`src/core/ssw_pkg.sv`:
```
// Constants and timing figures for the supply supervisor and watchdog
// Contract
// - While supply-good is low the reset output stays asserted.
// - After supply-good rises, reset holds one reset timeout, then ends.
// - With no kick edge before the watchdog timeout, the fault asserts.
// - The fault output is one pulse per timeout, 100 to 300 ms wide.
// - An externally driven manual reset input produces a reset pulse.
// - The watchdog enable input switches the watchdog on and off.
// - After enable rises the watchdog waits about 300 us before start.
// - The watchdog timer clears on reset release and on a kick fall.
// - The watchdog timer runs only while the enable input is high.
// - The system reset output is active low.
package ssw_pkg;
  localparam int CLK_HZ           = 100_000_000;
  localparam int TICK_HZ          = 1_000;
  localparam int TICK_DIV         = CLK_HZ / TICK_HZ;
  localparam int RESET_TIMEOUT_MS = 200;
  localparam int WD_TIMEOUT_MS    = 1600;
  localparam int FAULT_WIDTH_MS   = 200;
  localparam int FAULT_MIN_MS     = 100;
  localparam int FAULT_MAX_MS     = 300;
  localparam int SETUP_US         = 300;
  localparam int SETUP_CYCLES     = SETUP_US * (CLK_HZ / 1_000_000);
  localparam int CNT_W            = 20;
  localparam logic RST_N_INIT     = 1'b0;
  localparam logic FAULT_N_INIT   = 1'b1;
endpackage

```
`src/core/ssw_sync.sv`:
```
// Two-stage synchroniser for asynchronous pin levels
module ssw_sync #(
  parameter logic INIT = 1'b0
) (
  input  wire logic clk,
  input  wire logic rst,
  input  wire logic d,
  output logic      q
);
  logic meta_reg;
  always_ff @(posedge clk) begin
    if (rst) begin
      meta_reg <= INIT;
      q        <= INIT;
    end else begin
      meta_reg <= d;
      q        <= meta_reg;
    end
  end
endmodule

```
`src/core/ssw_top.sv`:
```
// Supply supervisor with reset timeout, watchdog and fault pulse
module ssw_top
  import ssw_pkg::*;
#(
  // Interval lengths in ticks; TICK_DIVIDE and SETUP_CLKS in clock cycles
  parameter int TICK_DIVIDE   = ssw_pkg::TICK_DIV,
  parameter int RESET_TICKS   = ssw_pkg::RESET_TIMEOUT_MS,
  parameter int WD_TICKS      = ssw_pkg::WD_TIMEOUT_MS,
  parameter int FAULT_TICKS   = ssw_pkg::FAULT_WIDTH_MS,
  parameter int SETUP_CLKS    = ssw_pkg::SETUP_CYCLES
) (
  clk,
  rst,
  supply_good_in,
  manual_reset_n_in,
  watchdog_enable_in,
  watchdog_kick_in,
  sys_reset_n_out,
  watchdog_fault_n_out
);
  input  wire logic clk;
  input  wire logic rst;
  input  wire logic supply_good_in;
  input  wire logic manual_reset_n_in;
  input  wire logic watchdog_enable_in;
  input  wire logic watchdog_kick_in;
  output logic      sys_reset_n_out;
  output logic      watchdog_fault_n_out;

  // Refuse settings that the counters cannot hold
  if (TICK_DIVIDE < 1 || RESET_TICKS < 1 || WD_TICKS < 2 ||
      FAULT_TICKS < 1 || SETUP_CLKS < 1 ||
      TICK_DIVIDE >= (1 << CNT_W) || WD_TICKS >= (1 << CNT_W) ||
      RESET_TICKS >= (1 << CNT_W) || FAULT_TICKS >= (1 << CNT_W) ||
      SETUP_CLKS >= (1 << CNT_W)) begin : g_param_check
    $error("ssw_top: parameter out of range");
  end

  // Every pin input except clk and rst crosses two flops before any logic reads it
  logic good_s, mr_n_s, en_s, kick_s;
  ssw_sync #(.INIT(1'b0)) u_good (
    .clk (clk),
    .rst (rst),
    .d   (supply_good_in),
    .q   (good_s)
  );
  ssw_sync #(.INIT(1'b1)) u_mr (
    .clk (clk),
    .rst (rst),
    .d   (manual_reset_n_in),
    .q   (mr_n_s)
  );
  ssw_sync #(.INIT(1'b0)) u_en (
    .clk (clk),
    .rst (rst),
    .d   (watchdog_enable_in),
    .q   (en_s)
  );
  ssw_sync #(.INIT(1'b0)) u_kick (
    .clk (clk),
    .rst (rst),
    .d   (watchdog_kick_in),
    .q   (kick_s)
  );

  // Millisecond tick divider
  logic [CNT_W-1:0] div_reg;
  wire              tick = (div_reg == CNT_W'(TICK_DIVIDE - 1));
  always_ff @(posedge clk) begin
    if (rst)       div_reg <= '0;
    else if (tick) div_reg <= '0;
    else           div_reg <= div_reg + 1'b1;
  end

  // Reset hold: asserted while supply low or manual reset, then timeout
  logic [CNT_W-1:0] rp_reg;
  wire hold_cond = !good_s || !mr_n_s;
  wire rp_done   = (rp_reg == CNT_W'(RESET_TICKS));
  always_ff @(posedge clk) begin
    if (rst || hold_cond)      rp_reg <= '0;
    else if (tick && !rp_done) rp_reg <= rp_reg + 1'b1;
  end
  wire rst_n_next = rp_done && !hold_cond;
  always_ff @(posedge clk) begin
    if (rst) sys_reset_n_out <= RST_N_INIT;
    else     sys_reset_n_out <= rst_n_next;
  end

  // Watchdog enable setup delay
  logic [CNT_W-1:0] setup_reg;
  logic             en_d_reg;
  wire en_rise  = en_s && !en_d_reg;
  wire wd_armed = en_s && (setup_reg == CNT_W'(SETUP_CLKS));
  always_ff @(posedge clk) begin
    if (rst) begin
      en_d_reg  <= 1'b0;
      setup_reg <= '0;
    end else begin
      en_d_reg <= en_s;
      if (!en_s || en_rise)
        setup_reg <= '0;
      else if (!wd_armed)
        setup_reg <= setup_reg + 1'b1;
    end
  end

  // Watchdog timer
  logic             kick_d_reg;
  logic             rst_n_d_reg;
  logic [CNT_W-1:0] wd_reg;
  logic [CNT_W-1:0] fault_reg;
  wire kick_fall  = kick_d_reg && !kick_s;
  wire rst_deass  = sys_reset_n_out && !rst_n_d_reg;
  wire in_fault   = (fault_reg != '0);
  wire wd_expire  = wd_armed && sys_reset_n_out && !in_fault && tick &&
                    (wd_reg == CNT_W'(WD_TICKS - 1));
  always_ff @(posedge clk) begin
    if (rst) begin
      kick_d_reg  <= 1'b0;
      rst_n_d_reg <= 1'b0;
      wd_reg      <= '0;
    end else begin
      kick_d_reg  <= kick_s;
      rst_n_d_reg <= sys_reset_n_out;
      if (!wd_armed || rst_deass || kick_fall || wd_expire)
        wd_reg <= '0;
      else if (tick && sys_reset_n_out && !in_fault)
        wd_reg <= wd_reg + 1'b1;
    end
  end

  // Fault pulse of fixed width
  always_ff @(posedge clk) begin
    if (rst)                   fault_reg <= '0;
    else if (wd_expire)        fault_reg <= CNT_W'(FAULT_TICKS);
    else if (tick && in_fault) fault_reg <= fault_reg - 1'b1;
  end
  // Output ends on the tick that empties the width counter
  wire fault_last   = tick && (fault_reg == CNT_W'(1));
  wire fault_n_next = !(wd_expire || (in_fault && !fault_last));
  always_ff @(posedge clk) begin
    if (rst) watchdog_fault_n_out <= FAULT_N_INIT;
    else     watchdog_fault_n_out <= fault_n_next;
  end
endmodule

```
`config.mk`:
```
export PLATFORM = sky130hd
export DESIGN_NAME = ssw_top
export DESIGN_NICKNAME = d
export VERILOG_FILES = /design/src/core/ssw_pkg.sv /design/src/core/ssw_sync.sv /design/src/core/ssw_top.sv
export SDC_FILE = /design/constraint.sdc
export NUM_CORES = 1
export LEC_CHECK = 0
export BUFFER_PORTS_ARGS = -buffer_cell sky130_fd_sc_hd__buf_4
export CAP_MARGIN = 40
export CORE_MARGIN = 4
export CORE_UTILIZATION = 67
export DETAILED_ROUTE_END_ITERATION = 16
export PLACE_DENSITY = 0.94
export SETUP_SLACK_MARGIN = 0.05
export SYNTH_ARGS = -nofsm -noshare
export SYNTH_HDL_FRONTEND = slang
export SYNTH_SLANG_ARGS = --single-unit
export TNS_END_PERCENT = 100
```
`constraint.sdc`:
```
create_clock -name clk -period 6.4 [get_ports clk]
set_input_delay 0.64 -clock clk [delete_from_list [all_inputs] [get_ports clk]]
set_output_delay 0.64 -clock clk [all_outputs]
set_load 0.005 [all_outputs]
```
== Word-level counts from Yosys, hierarchy flattened ==
Index checks and enable logic that the tools add are counted.
Storage, ports and cells
  register bits: 113
  input bits: 6
  output and inout bits: 2
  word-level logic and storage cells: 71
Operators by class
  add/subtract/negate cells: 5
  eq/ne operators: 5
  multiplexer cells: 2
  reductions and logical operators: 40
Operators by type and width (number)
  $add 20x1->20 const B: 4
  $eq 20x1->1 const B: 1
  $eq 20x11->1 const B: 1
  $eq 20x15->1 const B: 1
  $eq 20x17->1 const B: 1
  $eq 20x8->1 const B: 1
  $reduce_bool 20->1: 1
  $sub 20x1->20 const B: 1
  $mux 8: 2
  $logic_and 1x1->1: 15
  $logic_not 1->1: 12
  $reduce_or 2->1: 4
  $logic_or 1x1->1: 7
  $reduce_bool 2->1: 1

== Longest topological paths before layout ==
Gate-level depths: netlist of the first run.
  word-level depth: 8
  mapped depth: 10
  gate-level depth less buffers: 7

== By module ==
From an unflattened synthesis of the first run, not the netlist that was laid out.
Second synthesis, totals
  cells, all modules: 624
  area total of the unflattened synthesis: 5367.6 um^2
By module, submodules not included
  ssw_top: instances 1, cells an instance 608, area each 5157.4 um^2, seq. area each 2102.0 um^2
  ssw_sync: instances 4, cells an instance 4, area each 52.6 um^2, seq. area each 40.0 um^2

== Worst setup path before layout of the first run ==
OpenSTA, ideal clock, no wires.
  path kind: register to register
  start point: register div_reg[0]
  end point: register fault_reg[10]
  library setup time: 0.070 ns
  arrival: 2.089 ns
  setup slack: 4.241 ns
  stages on the path, launching flop included: 7
  period minus slack after synthesis: 2.159 ns
  cell sequence: dfxtp_1 > ha_1 > nand4_1 > a311oi_2 > nand3_1 > or4_1 > a21oi_1
On the way
  longest elaborated chain between the ends: 4
Ends and longest elaborated chain
  start, declared: line ssw_top.sv:67  | logic [CNT_W-1:0] div_reg;
  start signal, assigned: line ssw_top.sv:72  | else div_reg <= div_reg + 1'b1;
  $eq 20x17->1 (*): line ssw_top.sv:68  | wire tick = (div_reg == CNT_W'(TICK_DIVIDE - 1));
  $logic_and 1x1->1 (2 in a row): line ssw_top.sv:115  | wire wd_expire = wd_armed && sys_reset_n_out && !in_fault && tick &&
  $reduce_or 2->1 (no source line)
  end signal, assigned: line ssw_top.sv:135  | else if (wd_expire) fault_reg <= CNT_W'(FAULT_TICKS);
  end signal, assigned: line ssw_top.sv:136  | else if (tick && in_fault) fault_reg <= fault_reg - 1'b1;
  end, declared: line ssw_top.sv:111  | logic [CNT_W-1:0] fault_reg;
Mark *: on every way between the ends. The rest lies on a longest branch, timed or not.
A chain may end at the register's enable or synchronous reset.

== Worst setup path in the final report of the first run ==
  start point: register div_reg[0]
  end point: register fault_reg[16]
The elaborated chain is that of the path after synthesis.

==> results_dict.tcl, run 1 <==
set metrics [dict create \
    hold_class "in2reg" \
    cts_buffer_depth 2 \
    holdBufCountCts 0 \
    place.port_buffers 7 \
    dieHeight_microns 95.96 \
    detailedRoute.firstPassIterationCount 6 \
    maximum_number_of_pins_on_one_net_before_global_route_repair 22 \
    synthAdderAreaFrac_pct 2.172 \
    num_vias 4654 \
    crit_type "reg2reg" \
    synth_edf_count 0 \
    insertedDiodeCount 0 \
    grt_overflow_total 0 \
    synth-compound-area-share_pct 5.479 \
    unrepaired_setup_endpoints_after_global_routing "false" \
    timing.critical_path.max_delay_family "simple AND/OR/NAND/NOR gates" \
    routed_wire_length_per_instance_microns 18.27 \
    leak_pwr_nw 1.926 \
    hold_path_depth 2 \
    drt_wl_total_microns 13030 \
    finalSetupViolations 0 \
    fp-row-count 31 \
    synth_fp_nets 606 \
    cp_data_arrival_time_ps 3610 \
    number_of_antenna_violations_at_the_first_check_in_global_routing 0 \
    ys_warn_count 0 \
    seq_area_frac_synth_pct 43.64 \
    required_time_worst_endpoint_ps 6840 \
    ys_ff_latch 113 \
    tritoncts "done" \
    post_synth_inst_count 591 \
    synth.top_cells.by_area "dfxtp_1 (44%), xor2_1 (7.8%), nor2_1 (7.0%)" \
    fmax_achieved_ghz 0.3151 \
    cts_root_cell "clkbuf_8" \
    starting_density_of_the_core_pct 70.34 \
    sink_count 113 \
    worstSetupEndpointType "flop" \
    layout-drive-gt1-share_pct 9.609 \
    final.period_utilization_pct 49.59 \
    boundaryPins 8 \
    power.share.combinational_pct 0.9 \
    maxCapViolations 0 \
    grt_pass1_vias 4579 \
    clock_tree_skew_after_final_layout_ps 8.471 \
    remaining_drc_errors 0 \
    hold_viol 0 \
    internal_power_mw 1.282 \
    vdd_ir_drop_max_mv 0.2421 \
    setup.reg_to_reg.worst_slack_ps 3230 \
    cts_resized 0 \
    core-area_sq_um 7370 \
    p_total_mw 1.657 \
    stdcell_area_sq_um 5871 \
    worstPathMaxFanout 14 \
    dpl_cell_area_sq_um 5290 \
    synth_simple_gate_area_share_pct 33.41 \
    worst_slew_pin_slew_ps 936.9 \
    latest_clock_arrival_within_the_worst_skew_pair_ps 530 \
    final_max_slew_viol_count 0 \
    synth_ff_type "dfxtp_1" \
    setup_total_negative_slack_ps 0 \
    p_switching_uw 374.5 \
    worst_r2r_endpoint "fault_reg[16]" \
    crit_chain "ha_1, nand4_1, a311oi_2, nand3_1, or4_1, a21oi_1" \
    area_share_of_the_largest_cell_type_after_synthesis_pct 43.64 \
    dieWidth_microns 95.96 \
    synthesis.area_sq_um 5184 \
    power_density_nw_per_um2 282.2 \
    yosys.area.top_type "dfxtp_1" \
    syn2layout_area_growth_pct 13.25 \
    post_synth_xor_xnor_area_pct 12.50 \
    cts-buffers-inserted 17 \
    detailedRoute.firstIterationViolations 492 \
    grt_util_all_layers_pct 31.28 \
    clkSlewWorstSetupHoldPaths_ps 60 \
    vias_per_cell 6.527 \
    dominant_combinational_cell_family_by_area_after_synthesis "simple AND/OR/NAND/NOR gates" \
    clkPwrFrac_pct 56.2 \
    power.sequential.fraction_pct 42.9 \
    critical_path.max_stage_delay_ps 970 \
    dp.final_hpwl_microns 7547 \
    timing.critical_path.from_type "flop" \
    run_status "completed" \
    post-route-min-period_ps 3174 \
    grt_first_pass_wirelength_microns 22250 \
    synth-async-reset-ratio_pct 0 \
    gp_congestion 0.8407 \
    timing.final.ws_setup_ps 3226 \
    cts_htree_levels 4 \
    slew_headroom_pct 37.35 \
    layout_commonest_cell "dfxtp_1" \
    swShare_pct 22.61 \
    post-place-cells 681 \
    timing.critical_path.slowest_stage_cell "a311oi_2" \
    muxShareOfSynthArea_pct 0.1931 \
    critical_path.reg2reg.startpoint "div_reg[0]" \
    dieArea_sq_um 9208 \
    netlist-cell-type-count 50 \
    postCtsSetupRepairBufs 0 \
    worst-r2r-cell-count 6 \
    avgSynthCellArea_sq_um 8.771 \
    fin_nets 616 \
    final_cells 713 \
    preCtsSetupSlack_ps 3420 \
    route.antenna.remaining_nets 0 \
    whs_endpoint "u_mr.meta_reg" \
    worstPathBufferInverterCount 0 \
    commonest_cells_after_routing_fill_and_taps_aside "dfxtp_1 (113), nor2_1 (97), xor2_1 (46)" \
    holdCritStartpoint "manual_reset_n_in" \
]
logic make-up (layout without fill, tap and decap cells):
family / count (synthesis) / after routing
AO/OA/AOI/OAI: 48 / 48
XOR/XNOR: 74 / 74
adder cells (fa/ha/maj): 9 / 9
buffers and inverters: 33 / 56
flip-flops: 113 / 113
multiplexers: 1 / 1
AND/OR/NAND/NOR: 313 / 313
per-stage QoR:
stage | utilization (%) | hold slack [ps]
global placement | 71.71 | 392.8
CTS | 79.66 | 292.1
detailed placement | 71.78 | 394.5
finish | 79.66 | 302.8
floorplan | - | 389.5
global route | 79.66 | 294.9
final cells by class:
type	count	area, sq um
Multi-Input combinational cell	445	2786
Inverter	16	60.06
Clock buffer	18	427.9
Sequential cell	113	2262
Timing Repair Buffer	8	57.56
Tap cell	99	123.9
Clock inverter	14	152.6
Fill cell	406	1499
worst reg2reg max path, cell delays in order (launching register included):
cell and delay, ps:
dfxtp_1 390, ha_1 260, nand4_1 460, a311oi_2 970
nand3_1 330, or4_1 480, a21oi_1 200
cells in the mapped netlist, drive strengths merged (5+ instances only):
cell / count
dfxtp: 113
nor2: 97
xor2: 46
nand2: 38
nand4: 35
nand3: 31
xnor2: 28
a21oi: 23
nor4: 18
inv: 16
nor3: 16
or3: 14
nor2b: 13
clkbuf: 12
o21ai: 12
and3: 11
ha: 9
and4: 8
or4: 7
buf: 5
metal layers:
layer	track usage, %	share of wire [%]	up-vias	wire, microns
met5	0	0	-	0
met3	9.226	8.5	75	1112
met1	38.40	40	2204	5174
met4	16.47	4.4	0	573
met2	49.57	47	284	6164
li1	-	-	2091	-
worst max path at each step:
stage,from,to,depth (start not counted)
final,div_reg[0],fault_reg[16],6
after global routing,div_reg[0],fault_reg[16],6
after CTS,div_reg[0],fault_reg[16],6
after detailed placement,div_reg[0],fault_reg[16],6
after global placement,div_reg[0],fault_reg[16],6
after floorplan,div_reg[0],fault_reg[10],6
power by group through the flow:
stage	registers (mW)	logic, mW	clock network [mW]
detailed placement	0.726	0.0146	0
floorplan	0.725	0.0105	0
global placement	0.725	0.0138	0
global route	0.711	0.0173	0.966
CTS	0.711	0.0153	0.929
finish	0.711	0.0155	0.930
(Power assumes the default switching activity.)
==> inputs of run 2 (changes only) <==
Settings changed: ABC_AREA from default to 1, CORE_UTILIZATION 67 to 57, PLACE_DENSITY 0.94 to 0.86.
Clock period 6.4 ns to 2.9 ns, I/O delays scaled along.
==> run 2 against run 1 <==
Compared with the run above:
- die area grew 37%
- non-clock buffer count grew 9
- via count rose by 24%
- synthesized cell count up 56%
- power up 120%
- routed wire length increased by 0.43%
- setup slack worse by 2300 ps
- global-route usage fell by 8.9 points
- first-iteration DRC count decreased by 26%
- register-to-register slack worse by 2300 ps
- clock-buffer cell count rose by 5
- utilization shrank 13 points
- highest routed layer unchanged
==> results_dict.tcl, run 2 <==
set metrics [dict create \
    worst_setup_path_startpoint "div_reg[0]" \
    holdCritStartpoint "u_good.meta_reg" \
    holdBufCountCts 8 \
    timing.critical_path.max_delay_family "simple AND/OR/NAND/NOR gates" \
    dp.final_hpwl_microns 9191 \
    starting_density_of_the_core_pct 59.20 \
    hold_viol 0 \
    synth_ff_type "dfxtp_1" \
    vdd_ir_drop_max_mv 0.8277 \
    gp_congestion 0.9202 \
    clock_tree_skew_after_final_layout_ps 8.055 \
    grt_overflow_total 0 \
    grt_pass1_vias 5468 \
    routed_wire_length_per_instance_microns 11.92 \
    commonest_cells_after_routing_fill_and_taps_aside "nand2_1 (230), nor2_1 (133), inv_1 (119)" \
    power.sequential.fraction_pct 43.1 \
    netlist-cell-type-count 40 \
    dieHeight_microns 112.2 \
    maximum_number_of_pins_on_one_net_before_global_route_repair 21 \
    finalSetupViolations 0 \
    ys_ff_latch 113 \
    latest_clock_arrival_within_the_worst_skew_pair_ps 530 \
    final_max_slew_viol_count 0 \
    ys_warn_count 0 \
    worstPathMaxFanout 11 \
    hold_class "reg2reg" \
    fp-row-count 37 \
    final.period_utilization_pct 68.26 \
    cp_data_arrival_time_ps 2390 \
    layout-drive-gt1-share_pct 9.053 \
    yosys.area.top_type "dfxtp_1" \
    cts_htree_levels 4 \
    grt_util_all_layers_pct 22.39 \
    run_status "completed" \
    place.port_buffers 7 \
    dieWidth_microns 112.2 \
    remaining_drc_errors 0 \
    timing.final.ws_setup_ps 920.5 \
    route.antenna.remaining_nets 0 \
    setup_total_negative_slack_ps 0 \
    setup.reg_to_reg.worst_slack_ps 920 \
    layout.core_utilization_pct 66.97 \
    insertedDiodeCount 0 \
    postCtsSetupRepairBufs 0 \
    internal_power_mw 2.891 \
    sink_count 113 \
    avgSynthCellArea_sq_um 6.703 \
    synthesis.area_sq_um 6193 \
    core-area_sq_um 10460 \
    required_time_worst_endpoint_ps 3310 \
    crit_chain "ha_1, nand2_1, nor2_4, inv_2, nor2_1, nand3_1, nor2_1, buf_4, clkinv_1, nand2_1, a21oi_2" \
    num_vias 5749 \
    clkPwrFrac_pct 55.7 \
    swShare_pct 20.47 \
    vias_per_cell 5.241 \
    post_synth_inst_count 924 \
    power_density_nw_per_um2 518.8 \
    fmax_achieved_ghz 0.5052 \
    number_of_antenna_violations_at_the_first_check_in_global_routing 0 \
    slew_headroom_pct 55.57 \
    cts_root_cell "clkbuf_8" \
    dieArea_sq_um 12600 \
    synth_edf_count 0 \
    synth_fp_nets 939 \
    detailedRoute.firstIterationViolations 364 \
    maxCapViolations 0 \
    tritoncts "done" \
    p_switching_uw 744.1 \
    fin_nets 963 \
    worst_slew_pin_slew_ps 664.9 \
    area_share_of_the_largest_cell_type_after_synthesis_pct 36.53 \
    timing.critical_path.slowest_stage_cell "dfxtp_1" \
    cts_resized 0 \
    crit_type "reg2reg" \
    yosysMostFrequentCell "nand2_1" \
    layout_commonest_cell "nand2_1" \
    boundaryPins 8 \
    synth-async-reset-ratio_pct 0 \
    syn2layout_area_growth_pct 13.13 \
    grt_first_pass_wirelength_microns 23570 \
    clkSlewWorstSetupHoldPaths_ps 60 \
    unrepaired_setup_endpoints_after_global_routing "false" \
    critical_path.max_stage_delay_ps 350 \
    post-route-min-period_ps 1980 \
    worstSetupEndpointType "flop" \
    critical_path.reg2reg.startpoint "div_reg[0]" \
    seq_area_frac_synth_pct 36.53 \
    cts-buffers-inserted 17 \
    leak_pwr_nw 2.714 \
    synth.top_cells.by_area "dfxtp_1 (37%), nand2_1 (14%), nor2_1 (8.1%)" \
    cts_buffer_depth 2 \
    synth_commonest_cells "nand2_1 (230), nor2_1 (133), inv_1 (119)" \
    preCtsSetupSlack_ps 943.2 \
    worstPathBufferInverterCount 3 \
    drt_wl_total_microns 13080 \
    power.share.combinational_pct 1.2 \
    timing.critical_path.from_type "flop" \
    detailedRoute.firstPassIterationCount 5 \
]
-- run 2: cells by family (layout without fill, tap and decap cells) --
family | count (synthesis) | count (layout) | share of synthesized area (%)
flip-flops | 113 | 113 | 36.53
adder cells (fa/ha/maj) | 9 | 9 | 1.818
buffers and inverters | 138 | 175 | 9.071
XOR/XNOR | 35 | 35 | 4.949
AND/OR/NAND/NOR | 531 | 531 | 39.17
AO/OA/AOI/OAI | 98 | 98 | 8.465
-- run 2: power groups by stage --
stage	Sequential [mW]	Clock (mW)	Combinational, mW
2_1_floorplan	1.60	0	0.0278
4_1_cts	1.57	2.05	0.0452
6_report	1.57	2.02	0.0452
3_5_place_dp	1.60	0	0.0367
3_3_place_gp	1.60	0	0.0361
5_1_grt	1.57	2.15	0.0519
-- run 2: cell type report --
| type | count | area, sq um |
|---|---|---|
| Clock inverter | 9 | 105.1 |
| Tap cell | 136 | 170.2 |
| Timing Repair Buffer | 17 | 147.6 |
| Inverter | 126 | 475.5 |
| Clock buffer | 23 | 476.7 |
| Multi-Input combinational cell | 673 | 3369 |
| Sequential cell | 113 | 2262 |
| Fill cell | 896 | 3456 |
-- run 2: per-layer routing --
metal | wire length (microns) | vias to the layer above | global-route usage, % | share of wire [%]
li1 | - | 2999 | - | -
met1 | 6035 | 2588 | 27.12 | 46
met2 | 6115 | 123 | 35.92 | 47
met3 | 600 | 39 | 7.439 | 4.6
met4 | 329 | 0 | 10.58 | 2.5
met5 | 0 | - | 0 | 0
-- run 2: worst paths after layout --
kind / endpoint / cells after the start
max reg2reg: fault_reg[13] / 11
min reg2reg: u_good.q / 2
min: u_good.q / 2
max: fault_reg[13] / 11
-- run 2: tightest hold or removal path, delay by kind of cell (launching register included) --
kind	cells	cell delay, ps
buffers and inverters	1	40
DFF	1	290
and+or+nand+nor	1	30
-- run 2: per-stage QoR --
stage,hold WS (ps),power [mW],cells,instance area (sq um)
after global placement,392.4,1.636,1057,6345
after floorplan,372.6,1.627,924,6193
after detailed placement,391.6,1.636,1057,6345
after global routing,420.4,3.769,1097,7007
after CTS,399.1,3.662,1097,7007
final,399.5,3.635,1097,7007
